`src/vhr_pkg.sv`:
```
// Package: constants, types and register map of the vertex header readback block
package vhr_pkg;

  // ----------------------------------------
  // Widths
  // ----------------------------------------
  localparam int DWORD_W = 32;
  localparam int ROW_W = 256;
  localparam int REG_ADDR_W = 8;
  localparam int ROW_IDX_W = 6;
  localparam int RTAI_W = 11;
  localparam int PW_W = 11;
  localparam int UCC_W = 8;
  localparam int VP_OUT_W = 4;

  // ----------------------------------------
  // Register offsets
  // ----------------------------------------
  localparam logic [7:0] REG_CTRL = 8'h00;
  localparam logic [7:0] REG_MAXVP = 8'h04;
  localparam logic [7:0] REG_UCMASK = 8'h08;
  localparam logic [7:0] REG_RDLEN = 8'h0C;
  localparam logic [7:0] REG_DISTROW = 8'h10;
  localparam logic [7:0] REG_STATUS = 8'h14;
  localparam logic [7:0] REG_VCOUNT = 8'h18;
  localparam logic [7:0] REG_HCOUNT = 8'h1C;

  // ----------------------------------------
  // Register fields and reset values
  // ----------------------------------------
  localparam int CTRL_GEOM_EN_BIT = 0;
  localparam int CTRL_CLIP_EN_BIT = 1;
  localparam int CTRL_DIST_EN_BIT = 2;
  localparam int STAT_LEN_ERR_BIT = 0;
  localparam int STAT_VP_CLAMP_BIT = 1;
  localparam int STAT_BUSY_BIT = 2;
  localparam logic [2:0] CTRL_RST = 3'h3;
  localparam logic [31:0] MAXVP_RST = 32'h0000000F;
  localparam logic [7:0] UCMASK_RST = 8'hFF;
  localparam logic [5:0] RDLEN_RST = 6'h01;
  localparam logic [5:0] DISTROW_RST = 6'h01;

  // ----------------------------------------
  // Header layout
  // ----------------------------------------
  localparam int RTAI_DW = 1;
  localparam int VP_DW = 2;
  localparam int PW_DW = 3;
  localparam int PW_LSB = 8;
  localparam int UCC_LSB = 0;
  localparam int POSX_DW = 4;
  localparam int POSY_DW = 5;
  localparam int POSZ_DW = 6;
  localparam int RHW_DW = 7;
  localparam logic [5:0] HDR_ROW = 6'h00;
  localparam logic [5:0] MAX_READ_LEN = 6'h3F;
  localparam logic [31:0] VP_FIXED_MAX = 32'h0000000F;

  // ----------------------------------------
  // Types
  // ----------------------------------------
  typedef enum logic [2:0] {
    ST_IDLE = 3'b000,
    ST_HDR_REQ = 3'b001,
    ST_HDR_WAIT = 3'b010,
    ST_DIST_REQ = 3'b011,
    ST_DIST_WAIT = 3'b100,
    ST_OUT = 3'b101
  } vhr_state_e;

  typedef enum logic {
    PT_PRE_CLIP = 1'b0,
    PT_POST_CLIP = 1'b1
  } vhr_point_e;

  typedef struct packed {
    logic [RTAI_W-1:0] rtai;
    logic [DWORD_W-1:0] vpRaw;
    logic [PW_W-1:0] pointWidth;
    logic [UCC_W-1:0] clipCodes;
    logic [DWORD_W-1:0] posX;
    logic [DWORD_W-1:0] posY;
    logic [DWORD_W-1:0] posZ;
    logic [DWORD_W-1:0] rhw;
  } vhr_hdr_s;

endpackage : vhr_pkg

```
`src/vhr_header_unpack.sv`:
```
// Header unpacker: splits the first row of a vertex entry into its fields
`timescale 1ns/1ps
`default_nettype none
module vhr_header_unpack
  import vhr_pkg::*;
(
  input wire logic [ROW_W-1:0] row,
  output vhr_hdr_s hdr
);

  // ----------------------------------------
  // Field extraction, reserved bits dropped
  // ----------------------------------------
  assign hdr.rtai = row[RTAI_DW*DWORD_W +: RTAI_W];
  assign hdr.vpRaw = row[VP_DW*DWORD_W +: DWORD_W];
  assign hdr.pointWidth = row[PW_DW*DWORD_W+PW_LSB +: PW_W];
  assign hdr.clipCodes = row[PW_DW*DWORD_W+UCC_LSB +: UCC_W];
  assign hdr.posX = row[POSX_DW*DWORD_W +: DWORD_W];
  assign hdr.posY = row[POSY_DW*DWORD_W +: DWORD_W];
  assign hdr.posZ = row[POSZ_DW*DWORD_W +: DWORD_W];
  assign hdr.rhw = row[RHW_DW*DWORD_W +: DWORD_W];

endmodule : vhr_header_unpack
`default_nettype wire

```
`src/vhr_vp_check.sv`:
```
// Viewport index range check with zero substitution
`timescale 1ns/1ps
`default_nettype none
module vhr_vp_check
  import vhr_pkg::*;
#(
  parameter int OUT_W = 4
)
(
  input wire logic [DWORD_W-1:0] vpIn,
  input wire logic [DWORD_W-1:0] vpLimit,
  output logic [OUT_W-1:0] vpOut,
  output logic outOfRange
);

  // ----------------------------------------
  // Compare against limit
  // ----------------------------------------
  assign outOfRange = (vpIn > vpLimit);
  assign vpOut = outOfRange ? '0 : vpIn[OUT_W-1:0];

endmodule : vhr_vp_check
`default_nettype wire

```
`src/vhr_readback.sv`:
```
// Vertex header readback engine for the points before and after the clipper
//
// Contract
// - Pre-clip: read 256-bit header of every entry
// - Optional pre-clip read of clip distance row
// - Post-clip: read header only for clipper vertices
// - Array index is dword 1 bits 10:0
// - Viewport index dword 2, picks one of 16
// - Viewport read for every vertex toward clipper
// - Geometry enabled: check against max, else zero
// - Geometry disabled: check against 0..15
// - Post-clip viewport: low 4 bits, no check
// - Point width dword 3 bits 18:8, points only
// - Clip codes ANDed with user clip mask
// - Clip codes ignored for clipper vertices
// - Dwords 4..6 hold X, Y, Z floats
// - Dword 7 holds reciprocal W float
// - Only dwords 0..7 interpreted, rest opaque
// - Read length at most 63 rows
//
// Design decisions made here: the placing of the registers and the plain strobed port.
`timescale 1ns/1ps
`default_nettype none
module vhr_readback
  import vhr_pkg::*;
#(
  parameter int HANDLE_W = 10,
  parameter int COUNT_W = 16
)
(
  input wire logic core_clk,
  input wire logic srst,
  // Register port
  input wire logic [REG_ADDR_W-1:0] regAddr,
  input wire logic [DWORD_W-1:0] regWdata,
  input wire logic regWr,
  input wire logic regRd,
  output logic [DWORD_W-1:0] regRdata,
  // Incoming vertex stream
  input wire logic inValid,
  output logic inReady,
  input wire logic [HANDLE_W-1:0] inHandle,
  input wire logic inPoint,
  input wire logic inClipGen,
  input wire logic inPointTopo,
  // Vertex store read port
  output logic memReqValid,
  output logic [HANDLE_W-1:0] memReqHandle,
  output logic [ROW_IDX_W-1:0] memReqRow,
  input wire logic memRspValid,
  input wire logic [ROW_W-1:0] memRspData,
  // Outgoing vertex stream
  output logic outValid,
  input wire logic outReady,
  output logic [HANDLE_W-1:0] outHandle,
  output logic outPoint,
  output logic outHdrValid,
  output logic [RTAI_W-1:0] outRtai,
  output logic [VP_OUT_W-1:0] outVpIndex,
  output logic [PW_W-1:0] outPointWidth,
  output logic [UCC_W-1:0] outClipCodes,
  output logic [DWORD_W-1:0] outPosX,
  output logic [DWORD_W-1:0] outPosY,
  output logic [DWORD_W-1:0] outPosZ,
  output logic [DWORD_W-1:0] outRhw,
  output logic outDistValid,
  output logic [ROW_W-1:0] outClipDist,
  output logic [ROW_IDX_W-1:0] outReadLen
);

  // ----------------------------------------
  // Declarations
  // ----------------------------------------
  vhr_state_e state_reg;
  vhr_state_e state_next;
  logic [2:0] ctrl_reg;
  logic [DWORD_W-1:0] maxVp_reg;
  logic [UCC_W-1:0] ucMask_reg;
  logic [ROW_IDX_W-1:0] readLen_reg;
  logic [ROW_IDX_W-1:0] distRow_reg;
  logic lenErr_reg;
  logic vpClamp_reg;
  logic [COUNT_W-1:0] vtxCount_reg;
  logic [COUNT_W-1:0] hdrCount_reg;
  logic [HANDLE_W-1:0] handle_reg;
  logic point_reg;
  logic pointTopo_reg;
  logic hdrValid_reg;
  logic [RTAI_W-1:0] rtai_reg;
  logic [VP_OUT_W-1:0] vp_reg;
  logic [PW_W-1:0] pw_reg;
  logic [UCC_W-1:0] ucc_reg;
  logic [DWORD_W-1:0] posX_reg;
  logic [DWORD_W-1:0] posY_reg;
  logic [DWORD_W-1:0] posZ_reg;
  logic [DWORD_W-1:0] rhw_reg;
  logic distValid_reg;
  logic [ROW_W-1:0] dist_reg;
  logic [ROW_IDX_W-1:0] row_reg;
  logic [ROW_IDX_W-1:0] row_next;
  logic [DWORD_W-1:0] rdata_reg;
  logic [DWORD_W-1:0] rdata_next;

  // ----------------------------------------
  // Register decode
  // ----------------------------------------
  wire logic wrCtrl = regWr && (regAddr == REG_CTRL);
  wire logic wrMaxVp = regWr && (regAddr == REG_MAXVP);
  wire logic wrUcMask = regWr && (regAddr == REG_UCMASK);
  wire logic wrRdLen = regWr && (regAddr == REG_RDLEN);
  wire logic wrDistRow = regWr && (regAddr == REG_DISTROW);
  wire logic wrStatus = regWr && (regAddr == REG_STATUS);
  wire logic geomEn = ctrl_reg[CTRL_GEOM_EN_BIT];
  wire logic clipEn = ctrl_reg[CTRL_CLIP_EN_BIT];
  wire logic distEn = ctrl_reg[CTRL_DIST_EN_BIT];

  // Read length above the limit is clamped and flagged
  wire logic lenTooLong = (regWdata > {{(DWORD_W-ROW_IDX_W){1'b0}}, MAX_READ_LEN});
  wire logic [ROW_IDX_W-1:0] readLenWr = lenTooLong ? MAX_READ_LEN
                                                    : regWdata[ROW_IDX_W-1:0];
  wire logic lenErrSet = wrRdLen && lenTooLong;
  wire logic lenErrClr = wrStatus && regWdata[STAT_LEN_ERR_BIT];
  wire logic busy = (state_reg != ST_IDLE);

  // ----------------------------------------
  // Register read mux
  // ----------------------------------------
  wire logic [DWORD_W-1:0] statusWord = {{(DWORD_W-3){1'b0}}, busy, vpClamp_reg, lenErr_reg};
  always_comb begin
    case (regAddr)
      REG_CTRL: rdata_next = {{(DWORD_W-3){1'b0}}, ctrl_reg};
      REG_MAXVP: rdata_next = maxVp_reg;
      REG_UCMASK: rdata_next = {{(DWORD_W-UCC_W){1'b0}}, ucMask_reg};
      REG_RDLEN: rdata_next = {{(DWORD_W-ROW_IDX_W){1'b0}}, readLen_reg};
      REG_DISTROW: rdata_next = {{(DWORD_W-ROW_IDX_W){1'b0}}, distRow_reg};
      REG_STATUS: rdata_next = statusWord;
      REG_VCOUNT: rdata_next = {{(DWORD_W-COUNT_W){1'b0}}, vtxCount_reg};
      REG_HCOUNT: rdata_next = {{(DWORD_W-COUNT_W){1'b0}}, hdrCount_reg};
      default: rdata_next = '0;
    endcase
  end

  // ----------------------------------------
  // Header field processing
  // ----------------------------------------
  vhr_hdr_s hdr;
  logic [VP_OUT_W-1:0] vpChecked;
  logic vpOutOfRange;

  vhr_header_unpack u_unpack (
    .row(memRspData),
    .hdr(hdr)
  );

  // Limit depends on whether the geometry function runs
  wire logic [DWORD_W-1:0] vpLimit = geomEn ? maxVp_reg : VP_FIXED_MAX;

  vhr_vp_check #(
    .OUT_W(VP_OUT_W)
  ) u_vp_check (
    .vpIn(hdr.vpRaw),
    .vpLimit(vpLimit),
    .vpOut(vpChecked),
    .outOfRange(vpOutOfRange)
  );

  wire logic isPre = (point_reg == PT_PRE_CLIP);
  wire logic [VP_OUT_W-1:0] vpSel = isPre ? vpChecked : hdr.vpRaw[VP_OUT_W-1:0];
  wire logic [UCC_W-1:0] uccSel = isPre ? (hdr.clipCodes & ucMask_reg) : '0;
  wire logic [PW_W-1:0] pwSel = pointTopo_reg ? hdr.pointWidth : '0;
  wire logic hdrDone = (state_reg == ST_HDR_WAIT) && memRspValid;
  wire logic distDone = (state_reg == ST_DIST_WAIT) && memRspValid;
  wire logic vpClampSet = hdrDone && isPre && vpOutOfRange;
  wire logic vpClampClr = wrStatus && regWdata[STAT_VP_CLAMP_BIT];

  // ----------------------------------------
  // Vertex sequencing
  // ----------------------------------------
  wire logic accept = inValid && inReady;
  // Post-clip pass-through vertices skip readback
  wire logic needHdr = (inPoint == PT_PRE_CLIP) || (inClipGen && clipEn);
  // Distance row must fall inside the read length
  wire logic distOk = distEn && (distRow_reg != HDR_ROW) && (distRow_reg < readLen_reg);
  wire logic leaving = outValid && outReady;

  assign inReady = (state_reg == ST_IDLE);
  assign memReqValid = (state_reg == ST_HDR_REQ) || (state_reg == ST_DIST_REQ);
  assign outValid = (state_reg == ST_OUT);

  always_comb begin
    state_next = state_reg;
    row_next = row_reg;
    case (state_reg)
      ST_IDLE: begin
        if (accept) begin
          state_next = needHdr ? ST_HDR_REQ : ST_OUT;
          row_next = HDR_ROW;
        end
      end
      ST_HDR_REQ: begin
        state_next = ST_HDR_WAIT;
      end
      ST_HDR_WAIT: begin
        if (memRspValid) begin
          if (isPre && distOk) begin
            state_next = ST_DIST_REQ;
            row_next = distRow_reg;
          end else begin
            state_next = ST_OUT;
          end
        end
      end
      ST_DIST_REQ: begin
        state_next = ST_DIST_WAIT;
      end
      ST_DIST_WAIT: begin
        if (memRspValid) begin
          state_next = ST_OUT;
        end
      end
      ST_OUT: begin
        if (outReady) begin
          state_next = ST_IDLE;
        end
      end
      default: begin
        state_next = ST_IDLE;
      end
    endcase
  end

  always_ff @(posedge core_clk) begin
    if (srst) begin
      state_reg <= ST_IDLE;
      row_reg <= HDR_ROW;
    end else begin
      state_reg <= state_next;
      row_reg <= row_next;
    end
  end

  // ----------------------------------------
  // Configuration registers
  // ----------------------------------------
  always_ff @(posedge core_clk) begin
    if (srst) begin
      ctrl_reg <= CTRL_RST;
      maxVp_reg <= MAXVP_RST;
      ucMask_reg <= UCMASK_RST;
    end else begin
      if (wrCtrl) ctrl_reg <= regWdata[2:0];
      if (wrMaxVp) maxVp_reg <= regWdata;
      if (wrUcMask) ucMask_reg <= regWdata[UCC_W-1:0];
    end
  end

  always_ff @(posedge core_clk) begin
    if (srst) begin
      readLen_reg <= RDLEN_RST;
      distRow_reg <= DISTROW_RST;
    end else begin
      if (wrRdLen) readLen_reg <= readLenWr;
      if (wrDistRow) distRow_reg <= regWdata[ROW_IDX_W-1:0];
    end
  end

  // ----------------------------------------
  // Status flags and counters
  // ----------------------------------------
  always_ff @(posedge core_clk) begin
    if (srst) begin
      lenErr_reg <= 1'b0;
      vpClamp_reg <= 1'b0;
    end else begin
      lenErr_reg <= lenErrSet | (lenErr_reg & ~lenErrClr);
      vpClamp_reg <= vpClampSet | (vpClamp_reg & ~vpClampClr);
    end
  end

  always_ff @(posedge core_clk) begin
    if (srst) begin
      vtxCount_reg <= '0;
      hdrCount_reg <= '0;
    end else begin
      if (leaving) vtxCount_reg <= vtxCount_reg + 1'b1;
      if (hdrDone) hdrCount_reg <= hdrCount_reg + 1'b1;
    end
  end

  always_ff @(posedge core_clk) begin
    if (srst) begin
      rdata_reg <= '0;
    end else begin
      rdata_reg <= regRd ? rdata_next : '0;
    end
  end

  // ----------------------------------------
  // Captured vertex and header fields
  // ----------------------------------------
  always_ff @(posedge core_clk) begin
    if (srst) begin
      handle_reg <= '0;
      point_reg <= PT_PRE_CLIP;
      pointTopo_reg <= 1'b0;
    end else if (accept) begin
      handle_reg <= inHandle;
      point_reg <= inPoint;
      pointTopo_reg <= inPointTopo;
    end
  end

  always_ff @(posedge core_clk) begin
    if (srst) begin
      hdrValid_reg <= 1'b0;
      rtai_reg <= '0;
      vp_reg <= '0;
      pw_reg <= '0;
      ucc_reg <= '0;
    end else if (accept) begin
      hdrValid_reg <= 1'b0;
      rtai_reg <= '0;
      vp_reg <= '0;
      pw_reg <= '0;
      ucc_reg <= '0;
    end else if (hdrDone) begin
      hdrValid_reg <= 1'b1;
      rtai_reg <= hdr.rtai;
      vp_reg <= vpSel;
      pw_reg <= pwSel;
      ucc_reg <= uccSel;
    end
  end

  always_ff @(posedge core_clk) begin
    if (srst) begin
      posX_reg <= '0;
      posY_reg <= '0;
      posZ_reg <= '0;
      rhw_reg <= '0;
    end else if (hdrDone) begin
      posX_reg <= hdr.posX;
      posY_reg <= hdr.posY;
      posZ_reg <= hdr.posZ;
      rhw_reg <= hdr.rhw;
    end
  end

  always_ff @(posedge core_clk) begin
    if (srst) begin
      distValid_reg <= 1'b0;
      dist_reg <= '0;
    end else if (accept) begin
      distValid_reg <= 1'b0;
    end else if (distDone) begin
      distValid_reg <= 1'b1;
      dist_reg <= memRspData;
    end
  end

  // ----------------------------------------
  // Outputs
  // ----------------------------------------
  assign regRdata = rdata_reg;
  assign memReqHandle = handle_reg;
  assign memReqRow = row_reg;
  assign outHandle = handle_reg;
  assign outPoint = point_reg;
  assign outHdrValid = hdrValid_reg;
  assign outRtai = rtai_reg;
  assign outVpIndex = vp_reg;
  assign outPointWidth = pw_reg;
  assign outClipCodes = ucc_reg;
  assign outPosX = posX_reg;
  assign outPosY = posY_reg;
  assign outPosZ = posZ_reg;
  assign outRhw = rhw_reg;
  assign outDistValid = distValid_reg;
  assign outClipDist = dist_reg;
  assign outReadLen = readLen_reg;

endmodule : vhr_readback
`default_nettype wire

```
`config.mk`:
```
export PLATFORM = sky130hd
export DESIGN_NAME = vhr_readback
export DESIGN_NICKNAME = d
export VERILOG_FILES = /design/src/vhr_pkg.sv /design/src/vhr_header_unpack.sv /design/src/vhr_vp_check.sv /design/src/vhr_readback.sv
export SDC_FILE = /design/constraint.sdc
export NUM_CORES = 1
export LEC_CHECK = 0
export ABC_AREA = 1
export BUFFER_PORTS_ARGS = -buffer_cell sky130_fd_sc_hd__buf_2
export CAP_MARGIN = 10
export CORE_AREA = 2 2 312 314
export CTS_BUF_LIST = sky130_fd_sc_hd__clkbuf_16
export CTS_CLUSTER_DIAMETER = 150
export DETAILED_ROUTE_END_ITERATION = 12
export DIE_AREA = 0 0 314 316
export PLACE_DENSITY = 0.45
export SLEW_MARGIN = 30
export SYNTH_ARGS = -nofsm -noshare
export SYNTH_HDL_FRONTEND = slang
export SYNTH_SLANG_ARGS = --single-unit
```
`constraint.sdc`:
```
create_clock -name core_clk -period 2.9 [get_ports core_clk]
set_input_delay 0.29 -clock core_clk [delete_from_list [all_inputs] [get_ports core_clk]]
set_output_delay 0.29 -clock core_clk [all_outputs]
set_load 0.005 [all_outputs]
```
==> results.cfg, run 1 <==
[sta]
fin_crit_sh = 0.736
hold_viol = 0
finalClockSkew_ps = 30.6
tightestPinTransition_ps = 935
setup_tns_ps = 0
finalSetupViolations = 0
relSlewSlack = 0.376
drv_slew = 0
fin_crit_ps = 2130
rsz0062_at_grt = no
fmax_mhz = 469

[yosys]
synth-edff-count = 0
yosysTopAreaCellShare = 0.521
ys_types = 44
syn_avg_cell_area_um2 = 7.77
ys.flop_type = dfxtp_1
synth_async_sr_flop_share = 0
netlist_instances = 2777
syn_nets = 3132
yosys_register_bits = 562
synth_top_cells_by_count = 562 x dfxtp_1, 455 x o21ai_0, 382 x nor2_1, 365 x a21oi_1, 364 x inv_1
synth.area.top_cells = dfxtp_1 52%, o21ai_0 11%, a21oi_1 8.5%, nor2_1 6.6%, inv_1 6.3%
yosysTopAreaCell = dfxtp_1
syn_area_um2 = 21600
yosys.cell_count.top_type = dfxtp_1
yosysSeqAreaShare = 0.521
yosysWarningCount = 0

[floorplan]
ios = 804
die_h_um = 316
core_area_um2 = 96000
die_width_um = 314
start_util = 0.225
rows = 114
dieArea_um2 = 99200

[outcome]
status = finished, final reports clean

[clocking]
tritoncts = yes
clk_pin_slew_worst_paths_ps = 60
clock_sinks = 562
cts_max_path_buffers = 3
clk_latency_ps = 630
clock-root-buffer = clkbuf_16
h-tree-depth = 3
cts_buffers = 70

[place]
placed_cells = 4713
io_buffers = 803
gp_congestion = 0.820
dp_hpwl_um = 66700

[finish]
layout.nets = 4149
final_layout_size_suffix_gt1_frac = 0.255
stdcell_count = 5123
fillCellCount = 10386
area_delta_synth_final_pct = 47.6
largest_reg_flops = 256

[global_routing]
grt_max_degree = 170
antenna_found_initial = 9
grtUsageTotal = 0.174
grt_pass1_wl_um = 132000
grt_pass1_vias = 21270
overflow = 0

[route]
viasPerCell = 4.24
firstDrtPassIters = 5
route.vias.total = 21713
route.detailed.drc = 0
drtIter0Drc = 1425
drt_wl_total_um = 90700
drt.antenna.violating_nets = 0
wl_per_cell_um = 17.7

[flow_run]
max_cap_viol_count = 0

[critical_path]
cp-end-kind = flip-flop
critPathLaunchType = flip-flop
worst_ep_required_time_ps = 3430
cp_max_fo = 30
arrival_ps = 2670
r2r_slack_ps = 770
crit_type = flip-flop to flip-flop

[power_and_ir_drop]
power.density_nw_per_um2 = 709
p_leak_nw = 14.5
vdd_ir_drop_max_mv = 0.419

[hold_path]
hold_class = input port to flip-flop
==> cell usage in the layout (no fill, tap or decap), drive strengths merged, types with 2 or more instances in the layout <==
cell         instances
nor4                 7
nand4               16
a21oi              365
o211ai              12
ha                  39
inv                388
buf                842
clkbuf              74
o22ai                8
a31oi                2
a21o                 2
o221ai               7
dfxtp              562
clkinv              27
bufinv               3
xor2                 2
a221oi               2
a41oi                2
o21a                 6
diode                2
o21ai              459
nand2              243
nor3                21
clkinvlp             2
dlygate4sd3        285
a211oi               3
nor3b                4
nand3               60
nor2               398
==> cell families (layout without fill, tap and decap cells) <==
kind of cell,Yosys count,in the layout,share of synthesized area
AOI/OAI and AO/OA,872,872,0.208
xor gates and xnor gates,2,2,0.000812
adders and majority gates,39,39,0.0226
buffers and inverters,553,1621,0.101
DFF,562,562,0.521
other,0,2,0
and+or+nand+nor,749,749,0.146
==> final cells by class <==
class | instances | area, µm² | area share
clock inverter | 49 | 320 | 0.0101
clock buffer | 74 | 1850 | 0.0581
timing repair buffer | 1127 | 7280 | 0.228
tap | 1276 | 1600 | 0.0501
inverter | 371 | 1410 | 0.0441
multi-input combinational | 1662 | 8150 | 0.256
sequential | 562 | 11300 | 0.353
antenna | 2 | 5.00 | 0.000157
==> timing repair <==
item / in CTS / in global routing
resized for setup: 0 / 0
endpoints found under the hold margin: 441 / 0
setup endpoints to repair: 0 / 0
setup buffers: 0 / 0
hold buffers: 285 / 0
==> per-layer routing <==
metal	up-vias	part of all wire	GRT usage
met5	-	0.00061	0
met4	8	0.024	0.0525
met3	124	0.061	0.0453
met2	582	0.47	0.287
met1	9957	0.45	0.222
li1	11042	-	-
==> critical path, cell delays in order (launching register included) <==
cell	delay (ps)
dfxtp_1	300
buf_4	280
inv_1	190
nor2_1	150
ha_1	260
nand2_1	70
nand2_1	40
nand2_1	50
nand2_1	40
nand2_1	50
nand2_1	40
nand2_1	50
nand2_1	50
nand2_1	50
nand2_1	60
nand3_1	160
nand2_1	70
a21oi_1	120
==> power by group <==
part / switching (mW) / internal (mW)
sequential: 0.592 / 8.82
combinational: 2.83 / 1.95
clock: 3.54 / 4.87
==> path summary, 6_finish.rpt <==
path | start | end | cells after the start
min reg2reg | outClipDist[202] | outClipDist[202] | 2
min | inValid | memReqHandle[4] | 3
max | ctrl_reg[0] | outVpIndex[0] | 17
max reg2reg | ctrl_reg[0] | outVpIndex[0] | 17
==> metrics by stage <==
step                       util  power (mW)  cell area (µm²)  hold WS (ps)  setup WS [ps]
after detailed placement  0.279        14.1            26800           433            496
after global placement    0.279        14.1            26800           427            588
after global routing      0.332        23.8            31900          14.3            439
final                     0.332        22.6            31900          65.1            767
after floorplan               -        11.7            21600           416            803
after CTS                 0.332        22.9            31900          2.68            726
(Power assumes the default switching activity.)
==> run 2: changes to the inputs <==
--- a/config.mk
+++ b/config.mk
@@ -5,15 +5,15 @@
 export SDC_FILE = /design/constraint.sdc
 export NUM_CORES = 1
 export LEC_CHECK = 0
-export ABC_AREA = 1
+export ABC_AREA = 0
 export BUFFER_PORTS_ARGS = -buffer_cell sky130_fd_sc_hd__buf_2
 export CAP_MARGIN = 10
-export CORE_AREA = 2 2 312 314
+export CORE_AREA = 2 2 317 319
 export CTS_BUF_LIST = sky130_fd_sc_hd__clkbuf_16
 export CTS_CLUSTER_DIAMETER = 150
 export DETAILED_ROUTE_END_ITERATION = 12
-export DIE_AREA = 0 0 314 316
-export PLACE_DENSITY = 0.45
+export DIE_AREA = 0 0 319 321
+export PLACE_DENSITY = 0.43
 export SLEW_MARGIN = 30
 export SYNTH_ARGS = -nofsm -noshare
 export SYNTH_HDL_FRONTEND = slang
==> constraint.sdc (replaced) <==
create_clock -name core_clk -period 2.05 [get_ports core_clk]
set_input_delay 0.205 -clock core_clk [delete_from_list [all_inputs] [get_ports core_clk]]
set_output_delay 0.205 -clock core_clk [all_outputs]
set_load 0.005 [all_outputs]
==> results.cfg, run 2 <==
[outcome]
status = finished, violations left
violations = negative setup slack

[yosys]
synth.area.top_cells = dfxtp_1 53%, nand2_1 18%, a21oi_1 12%, clkbuf_1 2.5%, ha_1 2.3%
synth_top_cells_by_count = 990 x nand2_1, 562 x dfxtp_1, 498 x a21oi_1, 141 x clkbuf_1, 65 x nor2_1
synth_async_sr_flop_share = 0
yosysWarningCount = 0
yosys_register_bits = 562
ys_types = 60
yosysSeqAreaShare = 0.534
synth-edff-count = 0
netlist_instances = 2640
yosysTopAreaCell = dfxtp_1
syn_nets = 2995
syn_area_um2 = 21100
yosysTopAreaCellShare = 0.534
yosys.cell_count.top_type = nand2_1
syn_avg_cell_area_um2 = 7.97
ys.flop_type = dfxtp_1

[place]
gp_congestion = 0.842
dp_hpwl_um = 73500
io_buffers = 803
dpl_cell_area_um2 = 27500

[global_routing]
use_met3 = 0.0511
grt_pass1_vias = 22237
antenna_found_initial = 12
grt_pass1_wl_um = 143000
overflow = 0
use_met1 = 0.216
busiest_layer = met2
grtUsageTotal = 0.184
use_met2 = 0.310
grt_max_degree = 122

[clocking]
clock_sinks = 562
h-tree-depth = 3
clk_latency_ps = 630
clk_pin_slew_worst_paths_ps = 60
cts_max_path_buffers = 3
clock-root-buffer = clkbuf_16
cts_buffers = 71
tritoncts = yes

[route]
drt.antenna.violating_nets = 0
drtIter0Drc = 1313
firstDrtPassIters = 5
route.vias.total = 22326
viasPerCell = 4.34
route.detailed.drc = 0
drt_wl_total_um = 99300
wl_per_cell_um = 19.3

[sta]
layout_setup_ws_ps = -197
fmax_mhz = 445
finalSetupViolations = 5
fin_crit_sh = 1.10
drv_slew = 0
tightestPinTransition_ps = 608
whs_ps = 72.5
finalClockSkew_ps = 30.5
relSlewSlack = 0.594
hold_viol = 0
fin_crit_ps = 2250
rsz0062_at_grt = yes

[hold_path]
hold_start = regAddr[4]
hold_path_depth = 3
hold_path_end = regRdata[5]
hold_class = input port to flip-flop

[critical_path]
worst_ep_required_time_ps = 2580
cp-end-kind = flip-flop
arrival_ps = 2780
max_stage_delay_ps = 420
crit_slowest_cell = dfxtp_4
worstPathCellList = buf_12 -> buf_12 -> nand2_4 -> ha_4 -> a21oi_2 -> o21ai_2 -> a221o_1 -> a21oi_2 -> a211oi_2 -> a31o_4 -> o41ai_2
reg2reg_from = ctrl_reg[0]
ff2ff_path_depth = 11
critPathBufInv = 2
r2r_slack_ps = -200
crit_type = flip-flop to flip-flop
r2r_end = outVpIndex[0]
critPathLaunchType = flip-flop
cp_max_fo = 7
crit_family = compound AO/OA/AOI/OAI gates

[floorplan]
rows = 116
dieArea_um2 = 102000
die_h_um = 321
ios = 804
start_util = 0.212
core_area_um2 = 99300
die_width_um = 319

[finish]
final_common_cell = nand2_1
fillCellCount = 10641
largest_reg_flops = 256
final_layout_size_suffix_gt1_frac = 0.297
area_delta_synth_final_pct = 57.9
final_cell_mix = 977 x nand2_1, 802 x buf_2, 559 x dfxtp_1
fin_area_um2 = 33300
final_util = 0.335
layout.nets = 4142

[flow_run]
max_cap_viol_count = 0

[power_and_ir_drop]
p_leak_nw = 14.0
power_mw = 26.7
vdd_ir_drop_max_mv = 0.533
power.density_nw_per_um2 = 802
-- run 2: cell count changes in the layout (fill, tap and decap cells not counted), moves of 14 or more --
cell	before	now
nand3_1	58	31
o21ai_0	455	14
buf_12	9	32
and2_1	0	22
a22oi_1	1	17
ha_1	39	25
inv_1	379	21
buf_4	30	126
xor2_1	2	17
a21oi_1	365	494
dlygate4sd3_1	285	305
nand2_1	240	977
nor2_1	382	63
-- run 2: worst max path at each step --
stage,from,endpoint,slack (ps),cells past startpoint
3_5_place_dp,ctrl_reg[0],outVpIndex[0],-370,11
5_1_grt,ctrl_reg[0],outVpIndex[0],-280,11
6_report,ctrl_reg[0],outVpIndex[0],-200,11
4_1_cts,ctrl_reg[0],outVpIndex[0],-150,11
3_3_place_gp,ctrl_reg[0],outVpIndex[0],-350,11
2_1_floorplan,ctrl_reg[0],outVpIndex[0],-60,10
-- run 2: final cells by class --
cell class / count / area, µm² / share of cell area
clock buffer: 73 / 1830 / 0.0549
clock inverter: 56 / 452 / 0.0136
sequential: 562 / 11300 / 0.339
multi-input combinational: 1871 / 9320 / 0.280
tap: 1298 / 1620 / 0.0488
antenna: 6 / 15.0 / 0.000452
inverter: 12 / 45.0 / 0.00135
timing repair buffer: 1269 / 8720 / 0.262
-- run 2: cells by family after synthesis --
family                     synth area share
adders and majority gates            0.0232
buffers and inverters                0.0411
AOI/OAI and AO/OA                     0.148
muxes                               0.00761
DFF                                   0.534
xor gates and xnor gates            0.00957
and+or+nand+nor                       0.237
-- run 2: through the flow --
stage | TNS, ps | worst slack (ps) | instances
finish | -700 | -197 | 5147
global route | -1150 | -285 | 5147
CTS | -456 | -151 | 5137
detailed placement | -1610 | -373 | 4701
global placement | -1480 | -351 | 4701
floorplan | -57.6 | -57.6 | 2640
-- run 2: per-layer routing --
metal	vias to the layer above	wire, µm
li1	11008	-
met1	10360	40900
met2	757	46700
met3	191	6970
met4	10	4710
met5	-	62
-- run 2: what timing repair did --
| item | CTS | global route |
|---|---|---|
| setup buffers | 2 | 6 |
| endpoints found under the hold margin | 492 | 0 |
| setup endpoints to repair | 6 | 22 |
| hold buffers | 305 | 0 |
| cloned | 1 | 1 |
| gates resized for setup | 27 | 38 |
| pin swaps | 9 | 13 |
-- run 2: power breakdown --
| part | internal, mW | switching, mW |
|---|---|---|
| clock | 7.17 | 5.29 |
| combinational | 1.29 | 1.55 |
| sequential | 11.2 | 0.154 |
-- run 2: worst reg2reg max path, stage by stage, from the launching register on --
cell and delay, ps:
dfxtp_4 420, buf_12 150, buf_12 110, nand2_4 50, ha_4 240, a21oi_2 140
o21ai_2 70, a221o_1 330, a21oi_2 140, a211oi_2 60, a31o_4 240, o41ai_2 190
==> run 3: changes to the inputs <==
--- a/config.mk
+++ b/config.mk
@@ -8,12 +8,12 @@
 export ABC_AREA = 0
 export BUFFER_PORTS_ARGS = -buffer_cell sky130_fd_sc_hd__buf_2
 export CAP_MARGIN = 10
-export CORE_AREA = 2 2 317 319
+export CORE_AREA = 2 2 314 316
 export CTS_BUF_LIST = sky130_fd_sc_hd__clkbuf_16
 export CTS_CLUSTER_DIAMETER = 150
 export DETAILED_ROUTE_END_ITERATION = 12
-export DIE_AREA = 0 0 319 321
-export PLACE_DENSITY = 0.43
+export DIE_AREA = 0 0 316 318
+export PLACE_DENSITY = 0.44
 export SLEW_MARGIN = 30
 export SYNTH_ARGS = -nofsm -noshare
 export SYNTH_HDL_FRONTEND = slang
==> constraint.sdc (replaced) <==
create_clock -name core_clk -period 2.6 [get_ports core_clk]
set_input_delay 0.26 -clock core_clk [delete_from_list [all_inputs] [get_ports core_clk]]
set_output_delay 0.26 -clock core_clk [all_outputs]
set_load 0.005 [all_outputs]
==> results.cfg, run 3 (same netlist as run 2, synthesis figures left out) <==
[clocking]
h-tree-depth = 3
clock_sinks = 562
tritoncts = yes
cts_buffers = 70
clock-root-buffer = clkbuf_16
cts_max_path_buffers = 3
clk_pin_slew_worst_paths_ps = 60
clk_latency_ps = 630

[power_and_ir_drop]
power_mw = 20.3
power.density_nw_per_um2 = 637
vdd_ir_drop_max_mv = 0.365
p_leak_nw = 13.3

[critical_path]
reg2reg_from = ctrl_reg[0]
cp_max_fo = 16
arrival_ps = 2890
r2r_end = outVpIndex[0]
critPathLaunchType = flip-flop
r2r_slack_ps = 240
crit_slowest_cell = dfxtp_2
worst_ep_required_time_ps = 3130
ff2ff_path_depth = 9
worstPathCellList = buf_12 -> nand2_1 -> ha_1 -> a21o_1 -> a221o_1 -> a21oi_1 -> o21ai_0 -> a31o_2 -> o41ai_2
crit_type = flip-flop to flip-flop
max_stage_delay_ps = 400
cp-end-kind = flip-flop

[sta]
tightestPinTransition_ps = 676
fin_crit_sh = 0.907
whs_ps = 53.4
fin_crit_ps = 2360
setup_tns_ps = 0
rsz0062_at_grt = no
relSlewSlack = 0.537
layout_setup_ws_ps = 242
drv_slew = 0
finalSetupViolations = 0
finalClockSkew_ps = 32.5
hold_viol = 0
fmax_mhz = 424

[flow_run]
max_cap_viol_count = 0

[global_routing]
use_met1 = 0.216
grt_pass1_vias = 21756
grt_max_degree = 107
antenna_found_initial = 8
grtUsageTotal = 0.185
use_met3 = 0.0536
grt_pass1_wl_um = 141000
overflow = 0
busiest_layer = met2
use_met2 = 0.321

[place]
gp_congestion = 0.847
post-place-ws_ps = 175
placed_cells = 4606
io_buffers = 803
dp_hpwl_um = 71300
dpl_cell_area_um2 = 26700

[hold_path]
hold_path_depth = 4
hold_class = input port to flip-flop
hold_path_end = lenErr_reg
hold_start = regWr

[route]
route.detailed.drc = 0
viasPerCell = 4.37
firstDrtPassIters = 6
route.vias.total = 22006
drt_wl_total_um = 96800
drtIter0Drc = 1246
drt.antenna.violating_nets = 0
wl_per_cell_um = 19.2

[finish]
final_layout_size_suffix_gt1_frac = 0.266
fin_area_um2 = 31900
stdcell_count = 5037
fillCellCount = 10567
largest_reg_flops = 256
final_util = 0.327
final_cell_mix = 989 x nand2_1, 802 x buf_2, 561 x dfxtp_1
layout.nets = 4047
final_common_cell = nand2_1
area_delta_synth_final_pct = 51.4

[floorplan]
core_area_um2 = 97400
dieArea_um2 = 100000
die_width_um = 316
die_h_um = 318
ios = 804
start_util = 0.216
rows = 115

[outcome]
status = finished, final reports clean
-- run 3: worst max-delay path by stage --
| stage | start | endpoint | slack [ps] | cells after the start |
|---|---|---|---|---|
| finish | ctrl_reg[0] | outVpIndex[0] | 240 | 9 |
| global route | ctrl_reg[0] | outVpIndex[0] | 60 | 9 |
| CTS | ctrl_reg[0] | outVpIndex[0] | 140 | 9 |
| detailed placement | ctrl_reg[0] | outVpIndex[0] | 180 | 9 |
| global placement | ctrl_reg[0] | outVpIndex[0] | 190 | 9 |
| floorplan | ctrl_reg[0] | outVpIndex[0] | 250 | 10 |
-- run 3: power breakdown --
part           switching [mW]  total [mW]  internal (mW)
clock network            4.00        9.25           5.24
logic                    1.18        2.12          0.941
registers               0.118        8.94           8.83
-- run 3: cell type report --
type	count	area (µm²)	area share
clock buffer	74	1850	0.0581
clock inverter	52	285	0.00895
timing repair buffer	1175	7830	0.246
sequential	562	11300	0.353
tap	1287	1610	0.0505
inverter	12	45.0	0.00141
antenna	4	10.0	0.000314
multi-input combinational	1871	8990	0.282
-- run 3: metal layers --
metal / wire length [µm] / share of wire / up-vias
met5: 14 / 0.00014 / -
met4: 2830 / 0.029 / 2
met3: 7170 / 0.074 / 136
met2: 47300 / 0.49 / 694
met1: 39500 / 0.41 / 10348
li1: - / - / 10826
-- run 3: repair_timing --
| action | 4_1_cts | 5_1_grt |
|---|---|---|
| gates resized for setup | 0 | 3 |
| endpoints found under the hold margin | 475 | 0 |
| setup buffers | 0 | 0 |
| hold buffers | 300 | 0 |
| endpoints found under the setup margin | 0 | 1 |
-- run 3: worst max-delay path, delay by kind of cell (launching register included) --
| family | cells | cell delay, ps |
|---|---|---|
| AND/OR/NAND/NOR | 1 | 60 |
| adder cells (fa/ha/maj) | 1 | 290 |
| flip-flops | 1 | 400 |
| AO/OA/AOI/OAI | 6 | 1320 |
| buffers and inverters | 1 | 170 |
